[config.mk]
export PLATFORM = sky130hd
export DESIGN_NAME = lcd_cmd_decoder
export DESIGN_NICKNAME = d
export VERILOG_FILES = /design/src/hw/lcd_cmd_pkg.sv /design/src/hw/lcd_cmd_decoder.sv /design/src/hw/lcd_power_ctrl.sv
export SDC_FILE = /design/constraint.sdc
export NUM_CORES = 1
export LEC_CHECK = 0
export ABC_AREA = 1
export BUFFER_PORTS_ARGS = -buffer_cell sky130_fd_sc_hd__clkbuf_2
export CAP_MARGIN = 25
export CORE_AREA = 5 5 85 87
export DETAILED_ROUTE_END_ITERATION = 16
export DIE_AREA = 0 0 90 92
export PLACE_DENSITY = 0.59
export REMOVE_ABC_BUFFERS = 1
export SLEW_MARGIN = 20
export SYNTH_ARGS = -nofsm -noshare
export SYNTH_HDL_FRONTEND = slang
export SYNTH_HIERARCHICAL = 1
export SYNTH_SLANG_ARGS = --single-unit
[constraint.sdc]
create_clock -name core_clk -period 2.1 [get_ports core_clk]
set_clock_uncertainty 0.1 [all_clocks]
set_input_delay 0.21 -clock core_clk [delete_from_list [all_inputs] [get_ports core_clk]]
set_output_delay 0.21 -clock core_clk [all_outputs]
set_load 0.01 [all_outputs]
[src/hw/lcd_cmd_pkg.sv]
// constants for the lcd command interpreter: opcodes, masks, reset values
// assumes command bytes arrive already qualified by cmd_data_select low
package lcd_cmd_pkg;
  localparam logic [7:0] OP_DRIVE_MODE_SET  = 8'hd2;
  localparam logic [7:0] OP_NOP             = 8'he3;
  localparam logic [7:0] OP_RESET           = 8'he2;
  localparam logic [7:0] OP_DISP_OFF        = 8'hae;
  localparam logic [7:0] OP_DISP_ON         = 8'haf;
  localparam logic [7:0] OP_ALL_ON          = 8'ha5;
  localparam logic [7:0] OP_ALL_NORMAL      = 8'ha4;
  localparam logic [7:0] OP_IND_OFF         = 8'hac;
  localparam logic [7:0] OP_IND_ON          = 8'had;
  localparam logic [7:0] OP_VOL_MODE_SET    = 8'h81;
  localparam logic [7:0] OP_BLINK_MODE_SET  = 8'hd5;
  localparam logic [7:0] OP_TEST_A          = 8'hd2;
  localparam logic [7:0] OP_TEST_B          = 8'hd4;
  localparam logic [3:0] OP_TEST_HI         = 4'hf;
  localparam logic [1:0] OP_START_LINE_HI   = 2'h1;
  localparam logic [3:0] OP_PAGE_HI         = 4'hb;
  localparam logic [3:0] OP_COL_UPPER_HI    = 4'h1;
  localparam logic [3:0] OP_COL_LOWER_HI    = 4'h0;
  localparam logic [1:0] DRIVE_MODE1        = 2'h3;
  localparam logic [1:0] DRIVE_MODE2        = 2'h0;
  localparam logic [1:0] DRIVE_MODE3        = 2'h1;
  localparam logic [1:0] DRIVE_MODE4        = 2'h2;
  localparam logic [1:0] DRIVE_MODE_RESET   = 2'h0;
  localparam logic [5:0] START_LINE_RESET   = 6'h00;
  localparam logic [3:0] PAGE_RESET         = 4'h0;
  localparam logic [7:0] COLUMN_RESET       = 8'h00;

  typedef enum logic [1:0] {
    PWR_NORMAL  = 2'b00,
    PWR_SLEEP   = 2'b01,
    PWR_STANDBY = 2'b10
  } power_state_t;

  typedef enum logic [1:0] {
    PEND_NONE  = 2'b00,
    PEND_DRIVE = 2'b01,
    PEND_OTHER = 2'b10
  } pending_t;
endpackage : lcd_cmd_pkg

[src/hw/lcd_cmd_decoder.sv]
// command byte decoder for the lcd driver: drive mode, power save, addressing
// assumes wr_strobe is a one-cycle pulse on core_clk, already synchronised
//
// Overview of operation
// RL1: two-byte drive mode select, top bits
// RL2: host zeroes six low bits of selection
// RL3: drive mode resets to Mode2
// RL4: codes 11,00,01,10 map Mode1..Mode4
// RL5: all-on while display off enters saver
// RL6: saver picks sleep or standby by indicator
// RL7: ram and modes kept during saver
// RL8: sleep stops oscillator and lcd supply
// RL9: sleep halts drive, outputs at vdd
// RL10: standby stops supply, oscillator keeps running
// RL11: standby halts scanning, indicator continues
// RL12: reset command in standby enters sleep
// RL13: blanking output low during power saver
// RL14: host avoids test; nop or reset clears
// RL15: nop changes nothing except clearing test
// RL16: host refreshes modes periodically
// RL17: 01xxxxxx loads display start line
// RL18: 1011xxxx loads page address
// RL19: 0001xxxx loads column upper nibble
// RL20: 0000xxxx loads column lower nibble
// RL21: mode-set byte locks until companion byte
`timescale 1ns/10ps
module lcd_cmd_decoder (
  input  wire logic       core_clk,
  input  wire logic       rst,
  input  wire logic       wr_strobe,
  input  wire logic       cmd_data_select,
  input  wire logic [7:0] wr_data,
  output logic      [1:0] drive_mode,
  output logic      [5:0] start_line,
  output logic      [3:0] page_addr,
  output logic      [7:0] column_addr,
  output logic            display_on,
  output logic            all_points_on,
  output logic            indicator_on,
  output logic            test_mode,
  output logic            power_save,
  output logic            sleep_mode,
  output logic            standby_mode,
  output logic            osc_enable,
  output logic            lcd_supply_enable,
  output logic            duty_drive_enable,
  output logic            static_drive_enable,
  output logic            blanking_out_n
);
  logic                       cmd_stb;
  logic [1:0]                 drive_reg;
  logic [1:0]                 drive_next;
  logic [5:0]                 line_reg;
  logic [5:0]                 line_next;
  logic [3:0]                 page_reg;
  logic [3:0]                 page_next;
  logic [7:0]                 col_reg;
  logic [7:0]                 col_next;
  logic                       disp_reg;
  logic                       disp_next;
  logic                       allon_reg;
  logic                       allon_next;
  logic                       ind_reg;
  logic                       ind_next;
  logic                       test_reg;
  logic                       test_next;
  lcd_cmd_pkg::pending_t      pend_reg;
  lcd_cmd_pkg::pending_t      pend_next;
  logic                       enter_req;
  logic                       exit_req;
  logic                       reset_cmd;
  lcd_cmd_pkg::power_state_t  pstate;

  assign cmd_stb = wr_strobe && !cmd_data_select;

  always_comb begin
    drive_next = drive_reg;
    line_next  = line_reg;
    page_next  = page_reg;
    col_next   = col_reg;
    disp_next  = disp_reg;
    allon_next = allon_reg;
    ind_next   = ind_reg;
    test_next  = test_reg;
    pend_next  = pend_reg;
    enter_req  = 1'b0;
    exit_req   = 1'b0;
    reset_cmd  = 1'b0;
    if (cmd_stb) begin
      if (pend_reg == lcd_cmd_pkg::PEND_DRIVE) begin
        // six low bits are ignored; host is expected to send zeros
        drive_next = wr_data[7:6]; // RL1 RL4
        pend_next  = lcd_cmd_pkg::PEND_NONE; // RL21
      end else if (pend_reg == lcd_cmd_pkg::PEND_OTHER) begin
        // companion data of a neighbour's two-byte command, stored elsewhere
        pend_next = lcd_cmd_pkg::PEND_NONE; // RL21
      end else if (test_reg) begin
        // only nop or reset leave test mode; all else is swallowed
        if (wr_data == lcd_cmd_pkg::OP_NOP) begin
          test_next = 1'b0; // RL15
        end else if (wr_data == lcd_cmd_pkg::OP_RESET) begin
          // reset in test mode still homes the addresses, same as outside it
          test_next = 1'b0;
          reset_cmd = 1'b1; // RL12
          line_next = lcd_cmd_pkg::START_LINE_RESET;
          page_next = lcd_cmd_pkg::PAGE_RESET;
          col_next  = lcd_cmd_pkg::COLUMN_RESET;
        end
      end else if (wr_data == lcd_cmd_pkg::OP_DRIVE_MODE_SET) begin
        pend_next = lcd_cmd_pkg::PEND_DRIVE; // RL1 RL21
      end else if (wr_data == lcd_cmd_pkg::OP_VOL_MODE_SET || wr_data == lcd_cmd_pkg::OP_BLINK_MODE_SET) begin
        pend_next = lcd_cmd_pkg::PEND_OTHER; // RL21
      end else if (wr_data == lcd_cmd_pkg::OP_IND_ON) begin
        ind_next  = 1'b1;
        pend_next = lcd_cmd_pkg::PEND_OTHER; // RL21
      end else if (wr_data == lcd_cmd_pkg::OP_IND_OFF) begin
        ind_next = 1'b0;
      end else if (wr_data == lcd_cmd_pkg::OP_NOP) begin
        test_next = 1'b0; // RL15
      end else if (wr_data[7:4] == lcd_cmd_pkg::OP_TEST_HI || wr_data == lcd_cmd_pkg::OP_TEST_B) begin
        test_next = 1'b1;
      end else if (wr_data == lcd_cmd_pkg::OP_RESET) begin
        // internal reset: addresses home, ram and drive mode untouched
        reset_cmd = 1'b1; // RL12
        line_next = lcd_cmd_pkg::START_LINE_RESET;
        page_next = lcd_cmd_pkg::PAGE_RESET;
        col_next  = lcd_cmd_pkg::COLUMN_RESET;
      end else if (wr_data == lcd_cmd_pkg::OP_DISP_OFF) begin
        disp_next = 1'b0;
      end else if (wr_data == lcd_cmd_pkg::OP_DISP_ON) begin
        disp_next = 1'b1;
        exit_req  = 1'b1;
      end else if (wr_data == lcd_cmd_pkg::OP_ALL_ON) begin
        allon_next = 1'b1;
        enter_req  = !disp_reg; // RL5
      end else if (wr_data == lcd_cmd_pkg::OP_ALL_NORMAL) begin
        allon_next = 1'b0;
        exit_req   = 1'b1;
      end else if (wr_data[7:6] == lcd_cmd_pkg::OP_START_LINE_HI) begin
        line_next = wr_data[5:0]; // RL17
      end else if (wr_data[7:4] == lcd_cmd_pkg::OP_PAGE_HI) begin
        page_next = wr_data[3:0]; // RL18
      end else if (wr_data[7:4] == lcd_cmd_pkg::OP_COL_UPPER_HI) begin
        col_next = {wr_data[3:0], col_reg[3:0]}; // RL19
      end else if (wr_data[7:4] == lcd_cmd_pkg::OP_COL_LOWER_HI) begin
        col_next = {col_reg[7:4], wr_data[3:0]}; // RL20
      end
    end
  end

  always_ff @(posedge core_clk or posedge rst) begin
    if (rst) begin
      drive_reg <= lcd_cmd_pkg::DRIVE_MODE_RESET; // RL3
      line_reg  <= lcd_cmd_pkg::START_LINE_RESET;
      page_reg  <= lcd_cmd_pkg::PAGE_RESET;
      col_reg   <= lcd_cmd_pkg::COLUMN_RESET;
      disp_reg  <= 1'b0;
      allon_reg <= 1'b0;
      ind_reg   <= 1'b0;
      test_reg  <= 1'b0;
      pend_reg  <= lcd_cmd_pkg::PEND_NONE;
    end else begin
      drive_reg <= drive_next;
      line_reg  <= line_next;
      page_reg  <= page_next;
      col_reg   <= col_next;
      disp_reg  <= disp_next;
      allon_reg <= allon_next;
      ind_reg   <= ind_next;
      test_reg  <= test_next;
      pend_reg  <= pend_next;
    end
  end

  lcd_power_ctrl u_power (
    .core_clk     (core_clk),
    .rst          (rst),
    .enter_req    (enter_req),
    .exit_req     (exit_req),
    .reset_cmd    (reset_cmd),
    .indicator_on (ind_reg),
    .state        (pstate)
  );

  // saver only gates the oscillator, supply, drive enables and blanking; mode registers keep their values
  assign drive_mode          = drive_reg; // RL7
  assign start_line          = line_reg;
  assign page_addr           = page_reg;
  assign column_addr         = col_reg;
  assign display_on          = disp_reg;
  assign all_points_on       = allon_reg;
  assign indicator_on        = ind_reg;
  assign test_mode           = test_reg;
  assign sleep_mode          = (pstate == lcd_cmd_pkg::PWR_SLEEP);
  assign standby_mode        = (pstate == lcd_cmd_pkg::PWR_STANDBY);
  assign power_save          = sleep_mode || standby_mode;
  assign osc_enable          = !sleep_mode; // RL8 RL10
  assign lcd_supply_enable   = !power_save; // RL8 RL10
  assign duty_drive_enable   = !power_save; // RL9 RL11
  assign static_drive_enable = !sleep_mode; // RL9 RL11
  assign blanking_out_n      = !power_save; // RL13
endmodule : lcd_cmd_decoder

[src/hw/lcd_power_ctrl.sv]
// power saver state machine: normal, sleep, standby
// assumes one-cycle command strobes on core_clk
`timescale 1ns/10ps
module lcd_power_ctrl (
  input  wire logic                      core_clk,
  input  wire logic                      rst,
  input  wire logic                      enter_req,
  input  wire logic                      exit_req,
  input  wire logic                      reset_cmd,
  input  wire logic                      indicator_on,
  output lcd_cmd_pkg::power_state_t      state
);
  lcd_cmd_pkg::power_state_t state_reg;
  lcd_cmd_pkg::power_state_t state_next;

  always_comb begin
    state_next = state_reg;
    unique case (state_reg)
      lcd_cmd_pkg::PWR_NORMAL: begin
        if (enter_req) begin
          state_next = indicator_on ? lcd_cmd_pkg::PWR_STANDBY : lcd_cmd_pkg::PWR_SLEEP; // RL6
        end
      end
      lcd_cmd_pkg::PWR_SLEEP: begin
        if (exit_req) begin
          state_next = lcd_cmd_pkg::PWR_NORMAL;
        end
      end
      lcd_cmd_pkg::PWR_STANDBY: begin
        if (reset_cmd) begin
          state_next = lcd_cmd_pkg::PWR_SLEEP; // RL12
        end else if (exit_req) begin
          state_next = lcd_cmd_pkg::PWR_NORMAL;
        end
      end
      default: state_next = lcd_cmd_pkg::PWR_NORMAL;
    endcase
  end

  always_ff @(posedge core_clk or posedge rst) begin
    if (rst) begin
      state_reg <= lcd_cmd_pkg::PWR_NORMAL;
    end else begin
      state_reg <= state_next;
    end
  end

  assign state = state_reg;
endmodule : lcd_power_ctrl

# --- Word level (Yosys, flattened, before mapping) ---
# Index checks and enable logic that the tools add are counted.
totals:
  output_inout_bits: 32
  word_cells: 202
  regBits: 28
classes:
  reduce_logical: 28
  n_eq_ne: 35
  mux: 116
  n_bitwise: 12
op_table:
  columns: ["operator", "n"]
  rows:
  - ["$mux 8", 17]
  - ["$eq 8x8->1 const B", 12]
  - ["$mux 6", 15]
  - ["$mux 4", 17]
  - ["$mux 1", 56]
  - ["$ne 2x2->1 const B", 13]
  - ["$mux 2", 10]
  - ["$reduce_and 18->1", 1]
  - ["$reduce_and 17->1", 1]
  - ["$reduce_and 16->1", 1]
  - ["$reduce_and 15->1", 1]
  - ["$reduce_and 14->1", 1]
  - ["$reduce_bool 2->1", 7]
  - ["$not 1->1", 12]
  - ["$reduce_and 12->1", 1]
  - ["$eq 4x4->1 const B", 2]
  - ["$reduce_and 7->1", 1]
  - ["$eq 2x1->1 const B", 3]
  - ["$pmux 2 s3", 1]
  - ["$reduce_and 3->1", 2]
  - ["$reduce_bool 5->1", 1]
  - ["$eq 2x2->1 const B", 2]
  - ["$eq 4x1->1 const B", 1]
  - ["$logic_not 1->1", 4]
  - ["7 further kinds", 9]

# --- Longest topological paths before layout ---
# Gate-level depths: netlist of the first run.
logic_depth:
  depth_word: 19
  ltp_mapped: 12
  mapped_depth_nobuf: 12

# --- By module ---
# The synthesis of the first run kept the hierarchy.
modules_own_cells:
  columns: ["mod", "instances", "area_per_inst_um2", "seq_area_each_um2", "cells_each"]
  rows:
  - ["lcd_cmd_decoder", 1, 1691.6, 650.6, 238]
  - ["lcd_power_ctrl", 1, 137.6, 50.0, 21]

# --- Worst setup path after synthesis of the first run ---
# Ideal clock, no wire load.
synth_timing:
  path_kind: "reg2reg"
  start: "register pend_reg[0]"
  end: "register page_reg[1], in the netlist page_addr[1]"
  path_buffers: 0
  t_required_ps: 1879
  slack_ps: 414
  stages_incl_launch_ff: 10
  synth_period_minus_slack_ps: 1686
  setup_time_ps: 121
  arrival_ps: 1465
  cell_sequence: "dfrtp_1 inv_1 ha_1 nand2_1 nor2_1 nand2_1 nor2_4 nand2_4 nand2_1 o21ai_2"
synth_between:
  elab_chain_len: 3
synth_rtl:
  columns: ["element", "line_no", "text"]
  rows:
  - ["from (decl)", "lcd_cmd_decoder.sv:67", "lcd_cmd_pkg::pending_t pend_reg;"]
  - ["from (signal assigned)", "lcd_cmd_decoder.sv:161", "pend_reg <= lcd_cmd_pkg::PEND_NONE;"]
  - ["from (signal assigned)", "lcd_cmd_decoder.sv:171", "pend_reg <= pend_next;"]
  - ["$eq 2x2->1 / $eq 2x1->1 (equally long branches)", "lcd_cmd_decoder.sv:94, lcd_cmd_decoder.sv:90", null]
  - ["$not 1->1 (no source line)", null, null]
  - ["$reduce_and 16->1 (no source line) *", null, null]
  - ["to (signal assigned)", "lcd_cmd_decoder.sv:155", "page_reg <= lcd_cmd_pkg::PAGE_RESET;"]
  - ["to (signal assigned)", "lcd_cmd_decoder.sv:165", "page_reg <= page_next;"]
  - ["to (decl)", "lcd_cmd_decoder.sv:55", "logic [3:0] page_reg;"]
# Mark *: on every way between the ends. The rest lies on a longest branch, timed or not.
# A chain may end at the register's enable or synchronous reset.

# --- Worst setup path after layout of the first run ---
layout_timing:
  start: "register pend_reg[0]"
  end: "register page_reg[0], in the netlist page_addr[0]"
# Same word-level chain as after synthesis.

==> run_results.csv, run 1 <==
group,metric,value,unit
detailed_routing,dr_total_vias,1796,
setup_path,worst_r2r_endpoint,"page_addr[0]$_DFFE_PP0P_",
synthesis,yosys.area.top_type,"dfrtp_1",
floorplanning,die_w,90,um
detailed_routing,drc_violation_count_after_routing,0,
setup_path,number_of_cells_on_the_worst_reg_to_reg_path,9,
clocking,h-tree-depth,1,
setup_path,crit_path_end_kind,"flip-flop",
clocking,cts-hold-fix-buffers,1,
pwr,irDropWorstVdd,0.000240,V
cells_and_area,synthToLayoutAreaGrowth,22.6,%
grt,grt_start_max_net_pins,27,
synthesis,synth.top_cells.by_area,"dfrtp_1 (38%), nand2_1 (16%), inv_1 (7.2%)",
sta,clock.fmax,526,MHz
sta,hold_viol_final,0,
floorplanning,initial_util,29.1,%
sta,setup-violations-final,0,
synthesis,synth_top_flop_cell,"dfrtp_1",
detailed_routing,wire_per_inst,12.3,um
grt,grt.overflow.total,0,
hold_path,worst_hold_path.endpoint,"indicator_on$_DFFE_PP0P_",
setup_path,crit_required,2.17,ns
floorplanning,die_area,8280,um^2
sta,final.min_clock_period,1.90,ns
pwr,static_leakage,1.22,nW
setup_path,crit_path_max_fanout,8,
clocking,worst_skew_pair.late_latency,0.28,ns
setup_path,crit_top_cell,"nand2_1",
grt,grt_pass1_wl,8040,um
setup_path,element_type_at_the_critical_path_start,"flip-flop",
floorplanning,chipHeight,92,um
synthesis,part_of_the_yosys_area_used_for_sequential_elements,38.3,%
synthesis,synth_top_cell_area_share,38.3,%
setup_path,timing.critical_path.arrival,1.98,ns
hold_path,hold_class,"input port to flip-flop",
sta,final_max_slew_viol_count,0,
cells_and_area,final_net_count,326,
sta,rsz0062_at_grt,"false",
clocking,post_cts_resize_count,0,
placement,pre_cts_ws,0.225,ns
detailed_routing,vias_per_cell,4.65,
synthesis,post_synthesis_instance_area,1830,um^2
hold_path,hp-start,"wr_data[0]",
run_status,outcome,"finished clean",
clocking,cts_max_path_buffers,2,
sta,worst_case_headroom_to_the_max_slew_limit,72.1,%
clocking,worst_setup_hold_path_clk_slew,0.10,ns
sta,post-route-period-util,90.5,%
sta,worst-slew-pin-transition,0.415,ns
floorplanning,core-area,6280,um^2
clocking,tritoncts_num_sinks,28,
clocking,tritoncts,"built",
flow_run,timing.max_cap.violations,0,
detailed_routing,detail-route-antenna-nets,0,
setup_path,regToRegSetupSlack,0.20,ns
synthesis,synthesis.area_per_instance,7.06,um^2
clocking,post_cts_buffers,0,
synthesis,synth.ff_latch_count,28,
floorplanning,fp-row-count,29,
cells_and_area,layout-drive-gt1-share,24.9,%
synthesis,netlist_instances,259,
synthesis,synthMostInstantiatedCell,"nand2_1",
setup_path,critical_path_class,"flip-flop to flip-flop",
setup_path,worst_path_largest_cell_delay,0.39,ns
clocking,cts.root.buffer_cell,"clkbuf_8",
detailed_routing,first_pass_iters,4,
grt,gr-usage-all-layers,11.6,%
hold_path,whs_path_depth,3,
synthesis,synthTopCellsByCount,"nand2_1 (78), inv_1 (35), nor2_1 (33)",
clocking,tritoncts.num_buffers,3,
sta,setup_tns_final,0,ns
placement,hpwlAfterDp,3840,um
synthesis,synth_edf_count,0,
pwr,power-per-cell-area,540,nW/um^2
sta,finalWorstSetupSlack,0.200,ns
detailed_routing,drt_iter0_markers,102,
synthesis,synthesis_warnings,6,
placement,routabilityCongestion,0.918,
cells_and_area,n_antenna_cell,0,
synthesis,synthArstFlopShare,100,%
setup_path,timing.rr.start,"pend_reg[0]$_DFFE_PP0P_",
placement,io_buffers,43,
grt,antenna_found_initial,0,
setup_path,timing.critical_path.cells,"inv_1, ha_1, nand2_1, nor2_1, nand2_1, nor2_4, nand2_4, nand2_1, o21ai_2",
detailed_routing,totalWireLength,4730,um
floorplanning,ioPinCount,44,
grt,first_global_vias,1733,
setup_path,crit_path_top_delay_cell,"dfrtp_1",
synthesis,synth_cell_types,27,
cells_and_area,number_of_flip_flops_in_the_largest_register,8,
-- area by class of cell --
class | instances | area (um^2)
repair buffers | 52 | 285
fillers | 680 | 4040
clock buffers | 3 | 41.3
clock inverters | 1 | 30.0
well taps | 77 | 96.3
inverters | 36 | 135
multi-input cells | 189 | 953
flip-flops and latches | 28 | 701
-- metal layers --
layer	GRT usage [%]	part of all wire [%]	wire [um]
met3	3.52	6.1	288
met5	0	0	0
met2	20.0	49	2310
met4	1.61	0.32	15
met1	14.5	45	2120
-- power by group --
part	leakage [nW]	internal (mW)	switching, mW
clock network	0.0357	0.256	0.181
logic	0.795	0.0694	0.146
registers	0.385	0.552	0.00870
-- stage by stage --
stage | area, um^2 | cells | total power, mW | hold slack [ns] | util (%)
floorplan | 1790 | 253 | 0.713 | -0.149 | -
global placement | 2160 | 381 | 0.783 | -0.0425 | 34.4
global route | 2240 | 386 | 1.28 | 0.139 | 35.7
finish | 2240 | 386 | 1.21 | 0.150 | 35.7
detailed placement | 2160 | 381 | 0.786 | -0.0400 | 34.4
CTS | 2240 | 386 | 1.23 | 0.132 | 35.7
-- kinds of logic after synthesis --
group / Yosys count / synth area share [%]
compound gates: 22 / 7.87
fa+ha+maj: 4 / 2.74
buf+inv: 42 / 9.58
flops: 28 / 38.3
simple gates: 163 / 41.5
-- critical path, delay by kind of cell, from the launching register on --
family | cells | cell delay, ns
AO/OA/AOI/OAI | 1 | 0.05
adder cells (fa/ha/maj) | 1 | 0.32
buffers and inverters | 1 | 0.05
flip-flops | 1 | 0.39
AND/OR/NAND/NOR | 6 | 0.88
-- how the worst max path moves through the flow --
stage | start | end | cells after the start | slack (ns)
global route | pend_reg[0]$_DFFE_PP0P_ | column_addr[0]$_DFFE_PP0P_ | 9 | 0.04
CTS | pend_reg[0]$_DFFE_PP0P_ | column_addr[3]$_DFFE_PP0P_ | 9 | 0.20
finish | pend_reg[0]$_DFFE_PP0P_ | page_addr[0]$_DFFE_PP0P_ | 9 | 0.20
global placement | pend_reg[0]$_DFFE_PP0P_ | column_addr[3]$_DFFE_PP0P_ | 9 | 0.26
floorplan | test_mode$_DFFE_PP0P_ | column_addr[4]$_DFFE_PP0P_ | 7 | 0.41
detailed placement | pend_reg[0]$_DFFE_PP0P_ | column_addr[3]$_DFFE_PP0P_ | 9 | 0.22
-- layout by cell type (no fill, tap or decap) --
cell type       n
nand4_1        19
nor3_1          3
buf_4           8
inv_1          35
nor2_1         33
clkbuf_2       43
nand2_4         2
dlygate4sd3_1   1
o21ai_2         4
o211ai_1        1
nor2_4          4
a21oi_1         4
a21oi_2         2
o22ai_1         1
o21ai_1         2
o21ai_0         5
nand3_2         2
nor4_1          1
and2_1          1
dfrtp_1        28
ha_1            4
nor2_2          4
clkbuf_8        3
nand3_1        13
inv_2           1
nand2_2         3
nand2_1        78
bufinv_16       1
a21boi_1        1
o31ai_1         2
(Power assumes the default switching activity.)
==> run 2, diff against run 1 <==
PLACE_DENSITY = 0.47   (was 0.59)
==> run_results.csv, run 2 (synthesized netlist as in run 1, its figures left out) <==
group,metric,value,unit
sta,setup-violations-final,0,
detailed_routing,wire_per_inst,12.6,um
setup_path,crit_path_max_fanout,6,
cells_and_area,number_of_flip_flops_in_the_largest_register,8,
detailed_routing,dr_wl_met2,2370,um
detailed_routing,dr_total_vias,1755,
detailed_routing,drc_violation_count_after_routing,0,
pwr,irDropWorstVdd,0.000225,V
grt,grt.overflow.total,0,
cells_and_area,most_frequent_standard_cell_in_the_layout_excluding_fill_and_tap_cells,"nand2_1",
clocking,tritoncts_num_sinks,28,
clocking,cts_max_path_buffers,2,
detailed_routing,wl_met1,2240,um
placement,dpl-instance-area,2170,um^2
placement,placed_cells_incl_taps,382,
setup_path,element_type_at_the_critical_path_start,"flip-flop",
cells_and_area,synthToLayoutAreaGrowth,23.1,%
pwr,report.power.total,1.23,mW
floorplanning,ioPinCount,44,
sta,worst-slew-pin-transition,0.426,ns
setup_path,crit_path_end_kind,"flip-flop",
cells_and_area,finalNonFillerCells,387,
detailed_routing,drt_iter0_markers,66,
pwr,power-per-cell-area,545,nW/um^2
clocking,cts.root.buffer_cell,"clkbuf_8",
floorplanning,core-area,6280,um^2
cells_and_area,n_antenna_cell,0,
hold_path,hp-start,"wr_data[0]",
detailed_routing,first_pass_iters,4,
floorplanning,fp-row-count,29,
setup_path,timing.critical_path.arrival,1.99,ns
setup_path,number_of_cells_on_the_worst_reg_to_reg_path,9,
grt,antenna_found_initial,0,
clocking,h-tree-depth,1,
clocking,post_cts_buffers,0,
grt,grt_pass1_wl,8220,um
detailed_routing,topRoutingLayerUsed,"met4",
flow_run,timing.max_cap.violations,0,
floorplanning,chipHeight,92,um
detailed_routing,totalWireLength,4880,um
clocking,tritoncts.num_buffers,3,
cells_and_area,final_net_count,327,
clocking,worst_setup_hold_path_clk_slew,0.11,ns
sta,final_max_slew_viol_count,0,
cells_and_area,layout-drive-gt1-share,25.5,%
cells_and_area,post-route-cell-area,2250,um^2
floorplanning,die_area,8280,um^2
sta,hold-worst-slack,0.140,ns
sta,rsz0062_at_grt,"false",
sta,hold_viol_final,0,
floorplanning,die_w,90,um
grt,grt_start_max_net_pins,27,
detailed_routing,met3_wirelength,255,um
setup_path,crit_required,2.18,ns
cells_and_area,most-common-layout-cells,"nand2_1 (78), clkbuf_2 (43), inv_1 (35)",
sta,post-route-period-util,90.7,%
hold_path,worst_hold_path.endpoint,"indicator_on$_DFFE_PP0P_",
detailed_routing,vias_per_cell,4.53,
hold_path,hold_class,"input port to flip-flop",
setup_path,timing.rr.start,"pend_reg[0]$_DFFE_PP0P_",
sta,setup_tns_final,0,ns
clocking,worst_skew_pair.late_latency,0.29,ns
setup_path,critical_path_class,"flip-flop to flip-flop",
grt,gr-usage-all-layers,11.9,%
detailed_routing,detail-route-antenna-nets,0,
placement,routabilityCongestion,0.803,
pwr,static_leakage,1.22,nW
clocking,tritoncts,"built",
floorplanning,initial_util,29.1,%
sta,clock.fmax,525,MHz
sta,worst_case_headroom_to_the_max_slew_limit,71.3,%
placement,io_buffers,43,
sta,final.min_clock_period,1.90,ns
run_status,outcome,"finished clean",
setup_path,regToRegSetupSlack,0.20,ns
hold_path,whs_path_depth,3,
placement,hpwlAfterDp,3950,um
grt,first_global_vias,1743,
setup_path,worst_r2r_endpoint,"column_addr[1]$_DFFE_PP0P_",
run 2: cell types whose count changed in the layout (fill, tap and decap cells not counted), sizes merged:
| cell | change |
|---|---|
| buf | +1 |
run 2: per-stage QoR:
step,utilization [%],worst slack (ns)
finish,35.9,0.195
global route,35.9,0.0181
CTS,35.8,0.131
detailed placement,34.5,0.168
global placement,34.5,0.195
floorplan,-,0.407
run 2: routing by layer:
| layer | global-route usage, % | up-vias |
|---|---|---|
| met2 | 20.7 | 34 |
| met4 | 1.61 | 0 |
| met5 | 0 | - |
| met3 | 3.52 | 2 |
| li1 | - | 929 |
| met1 | 15.0 | 790 |
run 2: power by group:
| part | switching (mW) | internal [mW] |
|---|---|---|
| sequential | 0.00911 | 0.552 |
| combinational | 0.148 | 0.0712 |
| clock | 0.191 | 0.256 |
run 2: what timing repair did:
item                       in CTS  in global routing
hold endpoints to repair       28                  0
setup endpoints to repair       0                  4
gates resized for setup         0                  1
hold buffers                    1                  0
run 2: worst max-delay path: stages, from the launching register on:
cell and delay, ns:
dfrtp_1 0.38, inv_1 0.05, ha_1 0.32, nand2_1 0.17, nor2_2 0.19, nand2_1 0.11, nor2_4 0.19, nand3_2 0.14
nand2_1 0.09, nand2_1 0.05
run 2: worst max-delay path by stage:
stage | start | slack [ns] | endpoint
after floorplan | test_mode$_DFFE_PP0P_ | 0.41 | column_addr[4]$_DFFE_PP0P_
after global placement | pend_reg[0]$_DFFE_PP0P_ | 0.19 | column_addr[2]$_DFFE_PP0P_
after detailed placement | pend_reg[0]$_DFFE_PP0P_ | 0.17 | column_addr[1]$_DFFE_PP0P_
after CTS | pend_reg[0]$_DFFE_PP0P_ | 0.13 | column_addr[1]$_DFFE_PP0P_
after global routing | pend_reg[0]$_DFFE_PP0P_ | 0.02 | column_addr[2]$_DFFE_PP0P_
final | pend_reg[0]$_DFFE_PP0P_ | 0.20 | column_addr[1]$_DFFE_PP0P_
run 2: cell type report:
cell class,count,area (um^2)
Sequential cell,28,701
Fill cell,689,4030
Inverter,36,135
Clock buffer,3,41.3
Clock inverter,1,30.0
Multi-Input combinational cell,189,956
Timing Repair Buffer,53,293
Tap cell,77,96.3
==> run 3, diff against run 2 <==
PLACE_DENSITY = 0.49   (was 0.47)
clock period = 1.6 ns   (was 2.1 ns; I/O delays follow)
==> run_results.csv, run 3 (synthesized netlist as in run 1, its figures left out) <==
group,metric,value,unit
setup_path,critical_path.n_buffers_inverters,0,
pwr,power-per-cell-area,630,nW/um^2
setup_path,timing.critical_path.arrival,1.71,ns
cells_and_area,fill_cells,668,
cells_and_area,layout-drive-gt1-share,40.3,%
setup_path,worst_r2r_endpoint,"page_addr[1]$_DFFE_PP0P_",
floorplanning,fp-row-count,29,
cells_and_area,most_frequent_standard_cell_in_the_layout_excluding_fill_and_tap_cells,"nand2_1",
placement,pre_cts_ws,-0.137,ns
hold_path,worst_hold_path.endpoint,"drive_mode[1]$_DFFE_PP0P_",
pwr,switching_power,505,uW
detailed_routing,vias_per_cell,4.51,
setup_path,worstSetupStartpoint,"pend_reg[1]$_DFFE_PP0P_",
grt,grt.overflow.total,0,
placement,routabilityCongestion,0.880,
pwr,static_leakage,1.40,nW
sta,worst_case_headroom_to_the_max_slew_limit,49.5,%
cells_and_area,sequential_cell_area,704,um^2
sta,finalWorstSetupSlack,-0.0335,ns
cells_and_area,finalNonFillerCells,422,
cells_and_area,most-common-layout-cells,"nand2_1 (65), clkbuf_2 (43), buf_4 (42)",
hold_path,hold_class,"input port to flip-flop",
clocking,tritoncts_num_sinks,28,
clocking,cts_max_path_buffers,2,
detailed_routing,detail-route-antenna-nets,0,
setup_path,timing.critical_path.cells,"ha_4, nand2_4, nor2_4, nand2_2, nor2_4, nand2_4, nand2_2, o21ai_2",
floorplanning,die_area,8280,um^2
detailed_routing,totalWireLength,5120,um
cells_and_area,synthToLayoutAreaGrowth,43.8,%
floorplanning,ioPinCount,44,
run_status,outcome,"complete, but fails checks",
sta,clock.fmax,612,MHz
grt,gr-usage-all-layers,12.8,%
setup_path,crit_required,1.67,ns
sta,rsz0062_at_grt,"true",
clocking,worst_skew_pair.late_latency,0.28,ns
pwr,power_frac_clock,27.5,%
detailed_routing,drt_iter0_markers,66,
hold_path,hp-start,"wr_data[7]",
setup_path,crit_path_end_kind,"flip-flop",
grt,grt_start_max_net_pins,27,
setup_path,crit_path_top_delay_cell,"dfrtp_1",
cells_and_area,n_antenna_cell,0,
clocking,tritoncts.num_buffers,3,
grt,antenna_found_initial,0,
placement,placed_cells_incl_taps,412,
setup_path,element_type_at_the_critical_path_start,"flip-flop",
sta,setup_tns_final,-0.106,ns
sta,hold-worst-slack,0.135,ns
cells_and_area,fin_util,41.9,%
clocking,h-tree-depth,1,
floorplanning,chipHeight,92,um
setup_path,crit_path_max_fanout,8,
sta,worst-slew-pin-transition,0.752,ns
setup_path,worst_path_largest_cell_delay,0.44,ns
floorplanning,core-area,6280,um^2
pwr,irDropWorstVdd,0.000319,V
sta,final.min_clock_period,1.63,ns
detailed_routing,wire_per_inst,12.1,um
sta,hold_viol_final,0,
detailed_routing,dr_total_vias,1905,
flow_run,timing.max_cap.violations,0,
grt,first_global_vias,1952,
cells_and_area,final_net_count,362,
sta,post-route-period-util,102,%
pwr,power_report.internal_total,1.15,mW
sta,final_max_slew_viol_count,0,
cells_and_area,multi_input_comb_area,1080,um^2
setup_path,timing.rr.start,"pend_reg[1]$_DFFE_PP0P_",
clocking,tritoncts,"built",
floorplanning,die_w,90,um
run_status,failing_checks,"negative setup slack",
setup_path,regToRegSetupSlack,-0.03,ns
setup_path,worst_path_dominant_cell_family,"simple AND/OR/NAND/NOR gates",
clocking,cts.root.buffer_cell,"clkbuf_8",
hold_path,whs_path_depth,3,
placement,io_buffers,43,
pwr,power.sequential.fraction,45.0,%
pwr,pwr-share-comb,27.4,%
detailed_routing,drc_violation_count_after_routing,0,
pwr,swShare,30.5,%
grt,grt_pass1_wl,8930,um
setup_path,number_of_cells_on_the_worst_reg_to_reg_path,8,
cells_and_area,number_of_flip_flops_in_the_largest_register,8,
clocking,worst_setup_hold_path_clk_slew,0.11,ns
placement,hpwlAfterDp,4140,um
setup_path,critical_path_class,"flip-flop to flip-flop",
detailed_routing,first_pass_iters,4,
floorplanning,initial_util,29.1,%
sta,setup-violations-final,12,
==> run 3: repair_timing <==
| item | in CTS | in global routing |
|---|---|---|
| buffers inserted | 2 | 3 |
| endpoints found under the setup margin | 21 | 22 |
| hold buffers | 1 | 0 |
| gates cloned | 0 | 0 |
| endpoints found under the hold margin | 28 | 0 |
| gates resized for setup | 19 | 18 |
| pin swaps | 8 | 20 |
==> run 3: per-layer routing <==
layer	share of wire (%)	GRT usage [%]
met1	45	16.0
met2	51	23.5
met3	3.7	2.21
met4	0.20	1.61
met5	0	0
==> run 3: tightest hold or removal path, stage by stage <==
cell      delay (ns)
clkbuf_2        0.13
inv_1           0.10
o21ai_0         0.08
==> run 3: how the worst max path moves through the flow <==
stage                            endpoint  slack [ns]  cells after the start
2_1_floorplan  column_addr[4]$_DFFE_PP0P_       -0.09                      7
3_3_place_gp   column_addr[5]$_DFFE_PP0P_       -0.13                      8
3_5_place_dp   column_addr[5]$_DFFE_PP0P_       -0.14                      8
4_1_cts        column_addr[0]$_DFFE_PP0P_       -0.04                      9
5_1_grt          page_addr[1]$_DFFE_PP0P_       -0.14                      9
6_report         page_addr[1]$_DFFE_PP0P_       -0.03                      8
==> run 3: per-stage QoR <==
stage,area [um^2],power [mW]
6_report,2630,1.66
5_1_grt,2630,1.74
4_1_cts,2540,1.65
3_5_place_dp,2390,1.11
3_3_place_gp,2390,1.11
2_1_floorplan,1790,0.935
==> run 3: final cells by class <==
| class | instances | share of cell area [%] |
|---|---|---|
| Tap cell | 77 | 3.66 |
| Multi-Input combinational cell | 189 | 40.9 |
| Sequential cell | 28 | 26.8 |
| Timing Repair Buffer | 88 | 21.4 |
| Inverter | 36 | 5.14 |
| Clock buffer | 4 | 2.09 |
==> run 3: power groups by stage <==
stage | combinational, mW | clock [mW] | sequential (mW)
floorplan | 0.181 | 0 | 0.754
global placement | 0.355 | 0 | 0.751
detailed placement | 0.355 | 0 | 0.751
CTS | 0.423 | 0.478 | 0.744
global route | 0.499 | 0.495 | 0.750
finish | 0.455 | 0.457 | 0.746
